`src/rtl/dsp_pin_map.svh`:
```
// Contract
// Outside reset logic holds reset low at least five processor cycles.
// Clock generator reports lock within 2000 input clock cycles; reset stretched meanwhile.
// Interrupt and flag inputs sampled against processor clock, recognized this or next cycle.
// Level interrupt sources hold their line low until serviced.
// Bus request is asynchronous, recognized this cycle or the following one.
// Float strobes before grant low; re-drive strobes only after grant high.
// Assert grant-hung while granted away and execution needs the external bus; the code also asserts it in BUS_FLOATING and BUS_RESUME.
// Mode pins captured at the rising edge of reset.
// Flag outputs update after the falling edge of the processor clock.
// Processor cycle runs at twice the input clock rate.
// Asynchronous request and interrupt inputs pass a two-stage synchronizer.
`ifndef DSP_PIN_MAP_SVH
`define DSP_PIN_MAP_SVH
`define LOCK_CKI_CYCLES   2000
`define RESET_MIN_CK      5
`define NUM_IRQ           6
`define NUM_PF            8
`define NUM_FL            3
`define NUM_MS            5
`define NUM_MODE          4
`define MODE_RESET_VAL    4'h0
`endif

```
`src/rtl/dsp_pin_pkg.sv`:
```
package dsp_pin_pkg;
  typedef enum logic [1:0] {
    BUS_OWNED    = 2'b00,
    BUS_FLOATING = 2'b01,
    BUS_GRANTED  = 2'b10,
    BUS_RESUME   = 2'b11
  } bus_state_t;

  typedef struct packed {
    logic       sel_n;
    logic       rd_n;
    logic       wr_n;
  } strobe_t;
endpackage : dsp_pin_pkg

```
`src/rtl/dsp_system_pin_control.sv`:
```
`timescale 1ns/1ps
`include "dsp_pin_map.svh"
module dsp_system_pin_control
  import dsp_pin_pkg::*;
#(
  parameter int LOCK_CKI_CYCLES = `LOCK_CKI_CYCLES,
  parameter int NUM_IRQ         = `NUM_IRQ,
  parameter int NUM_PF          = `NUM_PF,
  parameter int NUM_FL          = `NUM_FL,
  parameter int NUM_MS          = `NUM_MS,
  parameter int NUM_MODE        = `NUM_MODE
) (
  // Clock, enable and reset
  input  wire logic                clk_sys,
  input  wire logic                ce,
  input  wire logic                rst,
  input  wire logic                ref_clock_in,
  output logic                     processor_clock_out,
  output logic                     core_reset,
  output logic                     pll_locked,
  // Mode straps
  input  wire logic [NUM_MODE-1:0] mode_pins,
  output logic [NUM_MODE-1:0]      mode_latched,
  // Interrupts and flags
  input  wire logic [NUM_IRQ-1:0]  ext_interrupt_lines,
  input  wire logic                sense_input,
  output logic [NUM_IRQ-1:0]       irq_recognized,
  output logic                     sense_recognized,
  input  wire logic [NUM_PF-1:0]   programmable_io_pins_in,
  output logic [NUM_PF-1:0]        pf_recognized,
  input  wire logic [NUM_PF-1:0]   pf_out_value,
  input  wire logic [NUM_PF-1:0]   pf_out_dir,
  output logic [NUM_PF-1:0]        programmable_io_pins_out,
  output logic [NUM_PF-1:0]        programmable_io_pins_oe,
  input  wire logic [NUM_FL-1:0]   fl_out_value,
  output logic [NUM_FL-1:0]        signal_output_pins,
  // Bus arbitration
  input  wire logic                bus_request_n,
  output logic                     bus_grant_n,
  output logic                     bus_grant_hung_n,
  input  wire logic                core_needs_bus,
  output logic                     core_bus_stall,
  // Memory strobes from the core and to the pins
  input  wire logic [NUM_MS-1:0]   core_ms_n,
  input  wire strobe_t             core_strobe,
  output logic [NUM_MS-1:0]        memory_selects,
  output strobe_t                  strobe_out,
  output logic                     strobe_oe
);

  localparam int LCW = $clog2(LOCK_CKI_CYCLES + 1);
  localparam int RCW = $clog2(`RESET_MIN_CK + 1);

  // Input clock synchroniser and edge detect
  logic       ref_s1;
  logic       ref_s2;
  logic       ref_s3;
  logic       ref_rise;
  always_ff @(posedge clk_sys or posedge rst) begin
    if (rst) begin
      ref_s1 <= 1'b0;
      ref_s2 <= 1'b0;
      ref_s3 <= 1'b0;
    end else if (ce) begin
      ref_s1 <= ref_clock_in;
      ref_s2 <= ref_s1;
      ref_s3 <= ref_s2;
    end
  end
  assign ref_rise = ref_s2 & ~ref_s3;

  // Processor cycle timing: rise on every input edge, fall halfway to the next one
  // The half period is measured in system clocks and saturates, so a very slow
  // input clock gives a shortened high phase rather than a missed cycle
  localparam int HCW = 8;
  logic [HCW-1:0] half_cnt;
  logic [HCW-1:0] half_len;
  logic           ref_edge;
  logic           mid_point;
  logic           ck_fall;
  logic           ck_rise;
  assign ref_edge  = ref_s2 ^ ref_s3;
  assign mid_point = ~ref_edge & (half_cnt == (half_len >> 1));
  assign ck_rise   = ref_edge;
  assign ck_fall   = mid_point & processor_clock_out;

  // Length of the last input half period in system clocks
  always_ff @(posedge clk_sys or posedge rst) begin
    if (rst) begin
      half_cnt <= '0;
      half_len <= '0;
    end else if (ce) begin
      if (ref_edge) begin
        half_len <= half_cnt;
        half_cnt <= '0;
      end else if (half_cnt != '1) begin
        half_cnt <= half_cnt + 1'b1;
      end
    end
  end

  // Processor clock: two full cycles per input period
  always_ff @(posedge clk_sys or posedge rst) begin
    if (rst) begin
      processor_clock_out <= 1'b0;
    end else if (ce) begin
      if (ck_rise) begin
        processor_clock_out <= 1'b1;
      end else if (ck_fall) begin
        processor_clock_out <= 1'b0;
      end
    end
  end

  // Lock counter on input clock rises; holds the core in reset until done
  logic [LCW-1:0] lock_cnt;
  always_ff @(posedge clk_sys or posedge rst) begin
    if (rst) begin
      lock_cnt   <= '0;
      pll_locked <= 1'b0;
    end else if (ce && ref_rise && !pll_locked) begin
      if (lock_cnt == LCW'(LOCK_CKI_CYCLES - 1)) begin
        pll_locked <= 1'b1;
      end
      lock_cnt <= lock_cnt + 1'b1;
    end
  end

  // Extra processor cycles of core reset after lock
  logic [RCW-1:0] rst_cnt;
  always_ff @(posedge clk_sys or posedge rst) begin
    if (rst) begin
      rst_cnt    <= '0;
      core_reset <= 1'b1;
    end else if (ce && pll_locked && core_reset && ck_rise) begin
      if (rst_cnt == RCW'(`RESET_MIN_CK - 1)) begin
        core_reset <= 1'b0;
      end
      rst_cnt <= rst_cnt + 1'b1;
    end
  end

  // Mode straps caught once at the first edge after reset release
  logic mode_taken;
  always_ff @(posedge clk_sys or posedge rst) begin
    if (rst) begin
      mode_taken   <= 1'b0;
      mode_latched <= NUM_MODE'(`MODE_RESET_VAL);
    end else if (ce && !mode_taken) begin
      mode_taken   <= 1'b1;
      mode_latched <= mode_pins;
    end
  end

  // Two-stage synchronisers for asynchronous inputs
  localparam int SW = NUM_IRQ + 1 + NUM_PF + 1;
  logic [SW-1:0] async_in;
  logic [SW-1:0] sync1;
  logic [SW-1:0] sync2;
  assign async_in = {bus_request_n, programmable_io_pins_in, sense_input, ext_interrupt_lines};
  always_ff @(posedge clk_sys or posedge rst) begin
    if (rst) begin
      sync1 <= '1;
      sync2 <= '1;
    end else if (ce) begin
      sync1 <= async_in;
      sync2 <= sync1;
    end
  end

  // Recognise interrupts and flags once per processor cycle, at its falling edge
  always_ff @(posedge clk_sys or posedge rst) begin
    if (rst) begin
      irq_recognized   <= '0;
      sense_recognized <= 1'b0;
      pf_recognized    <= '0;
    end else if (ce && ck_fall) begin
      irq_recognized   <= ~sync2[NUM_IRQ-1:0];
      sense_recognized <= sync2[NUM_IRQ];
      pf_recognized    <= sync2[NUM_IRQ+NUM_PF:NUM_IRQ+1];
    end
  end

  // Flag outputs change only after the processor clock falls
  always_ff @(posedge clk_sys or posedge rst) begin
    if (rst) begin
      programmable_io_pins_out <= '0;
      programmable_io_pins_oe  <= '0;
      signal_output_pins       <= '0;
    end else if (ce && ck_fall) begin
      programmable_io_pins_out <= pf_out_value;
      programmable_io_pins_oe  <= pf_out_dir;
      signal_output_pins       <= fl_out_value;
    end
  end

  // Bus request / grant sequencing
  bus_state_t state;
  logic       req;
  assign req = ~sync2[SW-1];
  always_ff @(posedge clk_sys or posedge rst) begin
    if (rst) begin
      state <= BUS_OWNED;
    end else if (ce && ck_rise) begin
      unique case (state)
        BUS_OWNED: begin
          if (req && !core_reset) begin
            state <= BUS_FLOATING;
          end
        end
        BUS_FLOATING: begin
          state <= BUS_GRANTED;
        end
        BUS_GRANTED: begin
          if (!req) begin
            state <= BUS_RESUME;
          end
        end
        BUS_RESUME: begin
          state <= BUS_OWNED;
        end
      endcase
    end
  end

  // Grant low only once strobes float; strobes return one cycle after grant high
  always_ff @(posedge clk_sys or posedge rst) begin
    if (rst) begin
      bus_grant_n      <= 1'b1;
      strobe_oe        <= 1'b1;
      bus_grant_hung_n <= 1'b1;
    end else if (ce) begin
      bus_grant_n      <= ~(state == BUS_GRANTED);
      strobe_oe        <= (state == BUS_OWNED);
      bus_grant_hung_n <= ~((state != BUS_OWNED) && core_needs_bus);
    end
  end

  assign core_bus_stall = (state != BUS_OWNED) & core_needs_bus;

  // Strobe data registered; parked high while floated
  always_ff @(posedge clk_sys or posedge rst) begin
    if (rst) begin
      memory_selects <= '1;
      strobe_out     <= '1;
    end else if (ce) begin
      memory_selects <= (state == BUS_OWNED) ? core_ms_n : '1;
      strobe_out     <= (state == BUS_OWNED) ? core_strobe : '1;
    end
  end

endmodule : dsp_system_pin_control

```
`config.mk`:
```
export PLATFORM = sky130hd
export DESIGN_NAME = dsp_system_pin_control
export DESIGN_NICKNAME = d
export VERILOG_FILES = /design/src/rtl/dsp_pin_pkg.sv /design/src/rtl/dsp_system_pin_control.sv
export VERILOG_INCLUDE_DIRS = /design/src /design/src/rtl
export SDC_FILE = /design/constraint.sdc
export NUM_CORES = 1
export LEC_CHECK = 0
export BUFFER_PORTS_ARGS = -buffer_cell sky130_fd_sc_hd__buf_4
export CORE_UTILIZATION = 58
export DETAILED_ROUTE_END_ITERATION = 10
export PLACE_DENSITY = 0.84
export SLEW_MARGIN = 0
export SYNTH_ARGS = -nofsm -noshare
export SYNTH_HDL_FRONTEND = slang
export SYNTH_SLANG_ARGS = --single-unit
```
`constraint.sdc`:
```
create_clock -name clk_sys -period 8.2 [get_ports clk_sys]
set_clock_uncertainty 0.15 [all_clocks]
set_input_delay 2.05 -clock clk_sys [delete_from_list [all_inputs] [get_ports clk_sys]]
set_output_delay 2.05 -clock clk_sys [all_outputs]
set_load 0.01 [all_outputs]
```
==> out/metrics.csv, run 1 <==
metric,value,unit
outcome,completed,
clk_lat worst skew,510,ps
initial antenna violation count,0,
Total Routing Usage GR,22.71,%
Post-synth EDFFs,0,
synth warn,0,
Final Worst Setup Slack,3549,ps
syn_nets,406,
Hold Crit Start,lock_cnt[8],
"FF+latch count, synth",119,
Net Switching,0.0005670,W
routability-driven placement congestion ratio,0.7402,
Worst-Margin Slew,850.8,ps
Placeable Area,8258,sq um
Hold Path Depth,1,
CTS tree,done,
Internal,0.001552,W
die width,94.82,microns
Mapped Area,4997,sq um
router iterations before antenna repair,4,
Sw Share,26.76,%
LEAKAGE,3.124,nW
Slew Limit Fails,0,
Yosys top cell area share,37.56,%
post-route minimum period,4651,ps
first-pass GRT wire length,15140,microns
"Top FF cell, synth",dfrtp_1,
vias in the first global route,3217,
WHS,313.6,ps
DRC errors left,0,
Crit Path Max Fanout,2,
Place WS,3538,ps
final setup TNS,0,ps
RR Endpoint,pf_recognized[7],
diodes inserted,0,
area of the multi-input gates,1812,sq um
starting density of the core,60.52,%
unrepaired setup endpoints after global routing,false,
DP Wirelength,6064,microns
maximum clock insertion buffer count,2,
Final Hold Vio Count,0,
hold buffers post-CTS,0,
I/O pin cnt,105,
Critical Path Source,core_needs_bus,
layout cells sized above 1,55.41,%
Unique masters post-synth,42,
worst rel slew slack,43.17,%
max frequency,215.0,MHz
Overall Power,0.002119,W
WP data required,6000,ps
vias,3092,
clock root buffer,clkbuf_8,
clock share of power,36.1,%
clk slew on worst S/H paths,60,ps
port bufs,104,
"Avg Cell Area, Syn",14.44,sq um
Cells after Synth,346,
Hold Crit Class,register to register,
"FFs w/ async S/R, synth",100.0,%
r2r worst-path depth,5,
GRT overflow,0,
kind of critical path,input port to primary output,
top post-synthesis cells by count,"75 x dfrtp_1, 52 x mux2_2, 44 x dfstp_2",
area delta synth->final,29.19,%
CTS H-tree lvls,4,
1st-iter DRT viols,161,
register area share after synthesis,60.69,%
CP arrival,2450,ps
drt wl/cell,16.17,microns
Pwr per Cell Area,328.2,nW/um^2
Worst Setup Start Kind,input port,
cell taking the most area after synthesis,dfrtp_1,
reg2reg setup slack,5480,ps
final setup violation count,0,
Die Y,94.82,microns
number of setup buffers added after CTS,0,
most common cell in the synthesized netlist,dfrtp_1,
FP Rows,33,
fillcell total,476,
nets,518,
max_cap viols,0,
Synth area leaders,"dfrtp_1 38%, dfstp_2 23%, mux2_2 12%, mux2_4 6.9%, ha_1 2.0%",
Die Footprint,8991,sq um
DRT antenna net count,0,
register area,3033,sq um
Vias/cell,5.368,
Reg power frac,39.4,%
reg-to-reg critical path startpoint,ref_s2,
endpoint class of the critical path,primary output,
routed wire length,9313,microns
Hold EP,lock_cnt[8],
CTS sink count,119,
Num CTS Buffers,17,
Final period util,56.72,%
CTS resizes,0,
logic gate share of total power,24.5,%
pin count of the biggest net entering global routing,65,
peak supply drop,0.2059,mV
## state kept, by name (all words and copies together) (netlist names), 2 cells and up
name,count
half_cnt,8
programmable_io_pins_oe,8
state,2
memory_selects,5
pf_recognized,8
rst_cnt,3
programmable_io_pins_out,8
mode_latched,4
sync2,16
signal_output_pins,3
lock_cnt,11
irq_recognized,6
sync1,16
strobe_out,3
half_len,7
## stage by stage
step / util (%) / area [sq um] / std cells
after floorplan: - / 4997 / 346
after global placement: 70.74 / 5842 / 544
after detailed placement: 70.74 / 5842 / 544
after CTS: 78.18 / 6456 / 576
after global routing: 78.18 / 6456 / 576
final: 78.18 / 6456 / 576
## per-layer routing
| layer | up-vias | global-route usage [%] | routed length [microns] |
|---|---|---|---|
| li1 | 1432 | - | - |
| met1 | 1522 | 27.88 | 3920 |
| met2 | 115 | 37.11 | 4586 |
| met3 | 23 | 6.844 | 606 |
| met4 | 0 | 9.975 | 200 |
| met5 | - | 0 | 0 |
## cell type report
type / count / area share, %
Sequential cell: 119 / 46.98
Clock buffer: 18 / 6.473
Clock inverter: 14 / 3.043
Tap cell: 105 / 2.035
Timing Repair Buffer: 106 / 12.33
Inverter: 18 / 1.085
Multi-Input combinational cell: 196 / 28.06
## worst max path at each step
| stage | endpoint | cells after the start |
|---|---|---|
| finish | core_bus_stall | 3 |
| global route | core_bus_stall | 3 |
| CTS | core_bus_stall | 3 |
| detailed placement | core_bus_stall | 3 |
| global placement | core_bus_stall | 3 |
| floorplan | half_cnt[0] | 1 |
## worst max-delay path, stage by stage
cell and delay [ps]:
buf_4 80, nor2b_1 170, buf_4 150
## kinds of logic after synthesis
logic type      after synthesis  share of synthesized area [%]
flops                       119                          60.69
xor+xnor                     21                          3.680
simple gates                 56                          6.460
mux                          83                          20.23
compound gates               28                          3.881
buf+inv                      31                          3.054
fa+ha+maj                     8                          2.003
## power by group through the flow
stage | Clock, W | Sequential, W | Combinational (W)
6_report | 0.000765 | 0.000835 | 0.000519
5_1_grt | 0.000803 | 0.000854 | 0.000562
4_1_cts | 0.000773 | 0.000835 | 0.000525
3_5_place_dp | 0 | 0.000840 | 0.000523
3_3_place_gp | 0 | 0.000832 | 0.000501
2_1_floorplan | 0 | 0.000864 | 0.000280
## cell usage in the layout, fill, tap and decap left out, types with 2 or more instances in the layout
| master | instances |
|---|---|
| nor2b_1 | 3 |
| and4_1 | 2 |
| bufinv_16 | 4 |
| ha_1 | 8 |
| inv_1 | 17 |
| mux2_4 | 23 |
| xor2_1 | 10 |
| nand4_1 | 5 |
| clkbuf_16 | 16 |
| a21oi_1 | 4 |
| nand3_1 | 7 |
| xnor2_1 | 11 |
| o21ai_0 | 9 |
| dfstp_2 | 44 |
| mux2i_1 | 8 |
| inv_6 | 3 |
| mux2_2 | 52 |
| dfrtp_1 | 75 |
| nand2_1 | 15 |
| clkinvlp_4 | 3 |
| buf_4 | 106 |
| o22a_1 | 7 |
| nor3_1 | 4 |
| clkinv_4 | 2 |
| clkinv_2 | 2 |
| nor2_1 | 10 |
Power figures use the tool's default switching activity.
==> run 2: changes to the inputs <==
Settings changed: CORE_UTILIZATION 58 to 49, PLACE_DENSITY 0.84 to 0.76.
Clock period 8.2 ns to 4 ns, I/O delays scaled along.
==> run 2 against run 1 <==
- via count down 1.5%
- flip-flop and latch count unchanged
- final cell count up 5.4%
- worst hold slack better by 4.1 ps
- sequential share of layout area down 0.082 points
==> out/metrics.csv, run 2 (synthesis results as in run 1) <==
metric,value,unit
Internal,0.003009,W
final setup violation count,0,
starting density of the core,50.89,%
Net Switching,0.001141,W
DRT antenna net count,0,
CTS H-tree lvls,4,
kind of critical path,register to register,
FP Rows,36,
Total Routing Usage GR,18.59,%
outcome,completed,
Worst Setup Start Kind,register,
Sw Share,27.49,%
number of setup buffers added after CTS,0,
r2r worst-path depth,5,
GRT overflow,0,
clock root buffer,clkbuf_8,
reg2reg setup slack,1280,ps
Vias/cell,5.018,
area delta synth->final,29.42,%
DRC errors left,0,
"commonest non-fill, non-tap cell in the layout",buf_4,
routability-driven placement congestion ratio,0.8193,
Hold Crit Class,register to register,
initial antenna violation count,0,
Final period util,68.12,%
clock share of power,33.5,%
max_cap viols,0,
CP max stage delay,700,ps
hold buffers post-CTS,0,
CTS sink count,119,
reg-to-reg critical path startpoint,ref_s2,
Inst Count DP,575,
1st-iter DRT viols,78,
logic gate share of total power,25.4,%
clk_lat worst skew,510,ps
I/O pin cnt,105,
worst rel slew slack,35.18,%
vias,3046,
clk slew on worst S/H paths,60,ps
port bufs,104,
WP data required,4230,ps
pin count of the biggest net entering global routing,64,
layout cells sized above 1,55.91,%
Pwr per Cell Area,641.6,nW/um^2
Final Worst Setup Slack,1275,ps
peak supply drop,0.3631,mV
DP Wirelength,5987,microns
WHS,317.7,ps
CTS resizes,0,
CTS tree,done,
RR Endpoint,signal_output_pins[0],
post-route minimum period,2725,ps
Overall Power,0.004150,W
CP arrival,2960,ps
"commonest cells after routing, fill and taps aside","108 x buf_4, 75 x dfrtp_1, 52 x mux2_2",
Reg power frac,41.1,%
drt wl/cell,14.91,microns
vias in the first global route,3208,
Num CTS Buffers,17,
max frequency,367.0,MHz
router iterations before antenna repair,4,
Critical Path End,signal_output_pins[0],
endpoint class of the critical path,register,
Die Y,103.0,microns
largest registers,"sync1 (16), sync2 (16), lock_cnt (11)",
final setup TNS,0,ps
Crit Path Max Fanout,35,
"Cell Chain, Critical Path",ha_1 -> nand2_1 -> nor4b_4 -> nand4_4 -> mux2_4,
Critical-path top delay cell,nand4_4,
Placeable Area,9819,sq um
Die Footprint,10610,sq um
LEAKAGE,3.118,nW
Slew Limit Fails,0,
maximum clock insertion buffer count,2,
Critical Path Source,ref_s2,
diodes inserted,0,
Place WS,955.3,ps
first-pass GRT wire length,14770,microns
nets,521,
routed wire length,9052,microns
Final Hold Vio Count,0,
Worst-Margin Slew,970.2,ps
die width,103.0,microns
unrepaired setup endpoints after global routing,false,
"Cell Count, Final, Fillers Out",607,
run 2: cell types whose count changed in the layout (fill, tap and decap cells not counted), sizes merged:
cell,before,now
buf,106,109
bufinv,4,1
inv,21,19
clkinv,4,9
run 2: cell type report:
class                      count  area [sq um]
fill                         731          3352
clock inverter                14         126.4
inverter                      18         71.32
timing repair buffer         109         830.8
multi-input combinational    196          1812
tap                          133         166.4
clock buffer                  18         427.9
sequential                   119          3033
run 2: routing by layer:
metal	up-vias	GRT usage [%]	share of wire, %
met5	-	0	0
met4	0	7.151	1.5
met3	12	4.542	4.1
met2	88	32.77	52
met1	1506	21.93	42
li1	1440	-	-
run 2: metrics by stage:
stage / cell area (sq um) / util [%]
floorplan: 5001 / -
detailed placement: 5913 / 60.22
CTS: 6467 / 65.86
global placement: 5913 / 60.22
finish: 6467 / 65.86
global route: 6467 / 65.86
run 2: worst min-delay path by stage:
stage	start	endpoint	slack (ps)	depth (start not counted)
4_1_cts	rst_cnt[2]	core_reset	320	1
3_5_place_dp	mode_taken	mode_taken	310	1
6_report	bus_grant_n	bus_grant_n	320	2
5_1_grt	strobe_oe	strobe_oe	340	2
2_1_floorplan	rst_cnt[2]	core_reset	280	1
3_3_place_gp	rst_cnt[2]	core_reset	300	1
run 2: power groups by stage:
stage | Combinational (W) | Clock, W | Sequential, W
2_1_floorplan | 0.000575 | 0 | 0.00177
3_3_place_gp | 0.00104 | 0 | 0.00171
3_5_place_dp | 0.00107 | 0 | 0.00172
4_1_cts | 0.00107 | 0.00142 | 0.00171
5_1_grt | 0.00115 | 0.00147 | 0.00174
6_report | 0.00105 | 0.00139 | 0.00171
run 2: critical path: cells and delay by family (launching register included):
kind / cells / cell delay, ps
fa+ha+maj: 1 / 380
flops: 1 / 400
mux: 1 / 560
simple gates: 3 / 1100
==> run 3: changes to the inputs <==
Settings changed: CORE_UTILIZATION 49 to 54, PLACE_DENSITY 0.76 to 0.79.
Clock period 4 ns to 2.6 ns, I/O delays scaled along.
==> run 3 against run 2 <==
- clock power grew 82%
- highest routed layer unchanged
- the flow now finishes with violations (design-rule violations)
- worst hold slack lost 260 ps
- cell area grew 1.7%
- critical path depth shrank 1
- setup slack got worse by 960 ps
- combinational power grew 57%
- non-clock buffer count is 4 higher
- routed wire length grew 6.3%
==> out/metrics.csv, run 3 (synthesis results as in run 1) <==
metric,value,unit
met2 usage,36.13,%
CTS resizes,0,
maximum clock insertion buffer count,2,
post-route minimum period,2290,ps
WHS,59.45,ps
Critical-path top delay cell,dfrtp_1,
DRC errors left,9,
largest registers,"sync1 (16), sync2 (16), lock_cnt (11)",
final setup violation count,0,
CP max stage delay,340,ps
WP depth,4,
clock root buffer,clkbuf_8,
routability-driven placement congestion ratio,0.8336,
Num CTS Buffers,17,
hold buffers post-CTS,0,
"Cell Chain, Critical Path",inv_1 -> ha_1 -> nor2b_1 -> buf_4,
CTS H-tree lvls,4,
pin count of the biggest net entering global routing,37,
DP Wirelength,6434,microns
layout cells sized above 1,55.86,%
"commonest cells after routing, fill and taps aside","110 x buf_4, 75 x dfrtp_1, 52 x mux2_2",
routed wire length,9622,microns
violated checks,design-rule violations,
Final period util,88.06,%
CP arrival,1490,ps
reg-to-reg critical path startpoint,ref_s2,
r2r worst-path depth,6,
unrepaired setup endpoints after global routing,false,
Die Y,98.20,microns
"Buf+Inv Stages, Crit Path",2,
Vias/cell,5.341,
first-pass GRT wire length,16320,microns
nets,525,
initial antenna violation count,0,
1st-iter DRT viols,104,
met3 Track Usage GR,7.230,%
Pwr per Cell Area,1036,nW/um^2
DRT antenna net count,0,
starting density of the core,56.48,%
Placeable Area,8848,sq um
Final Util,74.35,%
reg2reg setup slack,370,ps
I/O pin cnt,105,
Inst Count DP,554,
Worst-Margin Slew,595.0,ps
kind of critical path,register to primary output,
Hold Crit Class,input port to async pin,
FP Rows,34,
RR Endpoint,programmable_io_pins_out[7],
CTS tree,done,
Finished Cell Area,6579,sq um
Critical Path Source,state[0],
met1 Usage GRT,26.76,%
Slew Limit Fails,0,
CTS sink count,119,
outcome,finished with violations,
endpoint class of the critical path,primary output,
max frequency,436.8,MHz
"delay-heaviest family, CP",flip-flops,
"Cell Count, Final, Fillers Out",586,
port bufs,104,
Crit Path Max Fanout,4,
WP data required,1800,ps
max_cap viols,0,
DP Area,5937,sq um
GRT Max-Usage Layer,met2,
die width,98.20,microns
Final Hold Vio Count,0,
Worst Setup Start Kind,register,
peak supply drop,0.5829,mV
clk_lat worst skew,510,ps
router iterations before antenna repair,7,
Die Footprint,9643,sq um
clk slew on worst S/H paths,60,ps
Critical Path End,core_bus_stall,
LEAKAGE,3.185,nW
Total Routing Usage GR,21.77,%
number of setup buffers added after CTS,0,
worst rel slew slack,60.25,%
vias,3130,
"commonest non-fill, non-tap cell in the layout",buf_4,
GRT overflow,0,
diodes inserted,0,
vias in the first global route,3447,
drt wl/cell,16.42,microns
final setup TNS,0,ps
area delta synth->final,31.65,%
-- run 3: cell count changes in the layout (fill, tap and decap cells not counted), sizes merged --
| cell | delta |
|---|---|
| clkinv | -6 |
| bufinv | +4 |
| buf | +4 |
| clkbuf | +2 |
-- run 3: stage by stage --
stage	total power, W	setup slack, ps
after floorplan	0.003610	380.6
after global placement	0.004231	395.4
after detailed placement	0.004302	349.8
after CTS	0.006879	284.0
after global routing	0.007107	196.4
final	0.006815	310.4
-- run 3: report_power, final --
part           leakage [nW]  total (W)  switching (W)  internal, W
combinational          1.47    0.00165       0.000652      0.00100
clock                 0.311    0.00253       0.000826      0.00171
sequential             1.40    0.00263       0.000287      0.00234
-- run 3: cell type report --
cell class / instances / area [sq um]
clock inverter: 12 / 195.2
inverter: 18 / 71.32
clock buffer: 20 / 446.7
multi-input combinational: 196 / 1812
tap: 108 / 135.1
timing repair buffer: 113 / 885.9
fill: 590 / 2270
sequential: 119 / 3033
-- run 3: metal layers --
metal,wire (microns),vias to the layer above
li1,-,1444
met2,4798,92
met1,4130,1584
met4,106,0
met3,587,10
met5,0,-
-- run 3: worst min path at each step --
stage | start | slack (ps) | endpoint | cells past startpoint
final | rst | 60 | programmable_io_pins_out[2] | 2
after global routing | rst | 80 | programmable_io_pins_oe[2] | 2
after detailed placement | lock_cnt[10] | 310 | lock_cnt[10] | 1
after floorplan | rst_cnt[2] | 280 | core_reset | 1
after global placement | mode_taken | 300 | mode_taken | 1
after CTS | rst | 60 | programmable_io_pins_oe[2] | 2
-- run 3: worst reg2reg max path, delay by kind of cell (launching register included) --
kind | cells | cell delay (ps)
fa+ha+maj | 1 | 360
buf+inv | 1 | 500
flops | 1 | 390
mux | 1 | 420
simple gates | 3 | 300
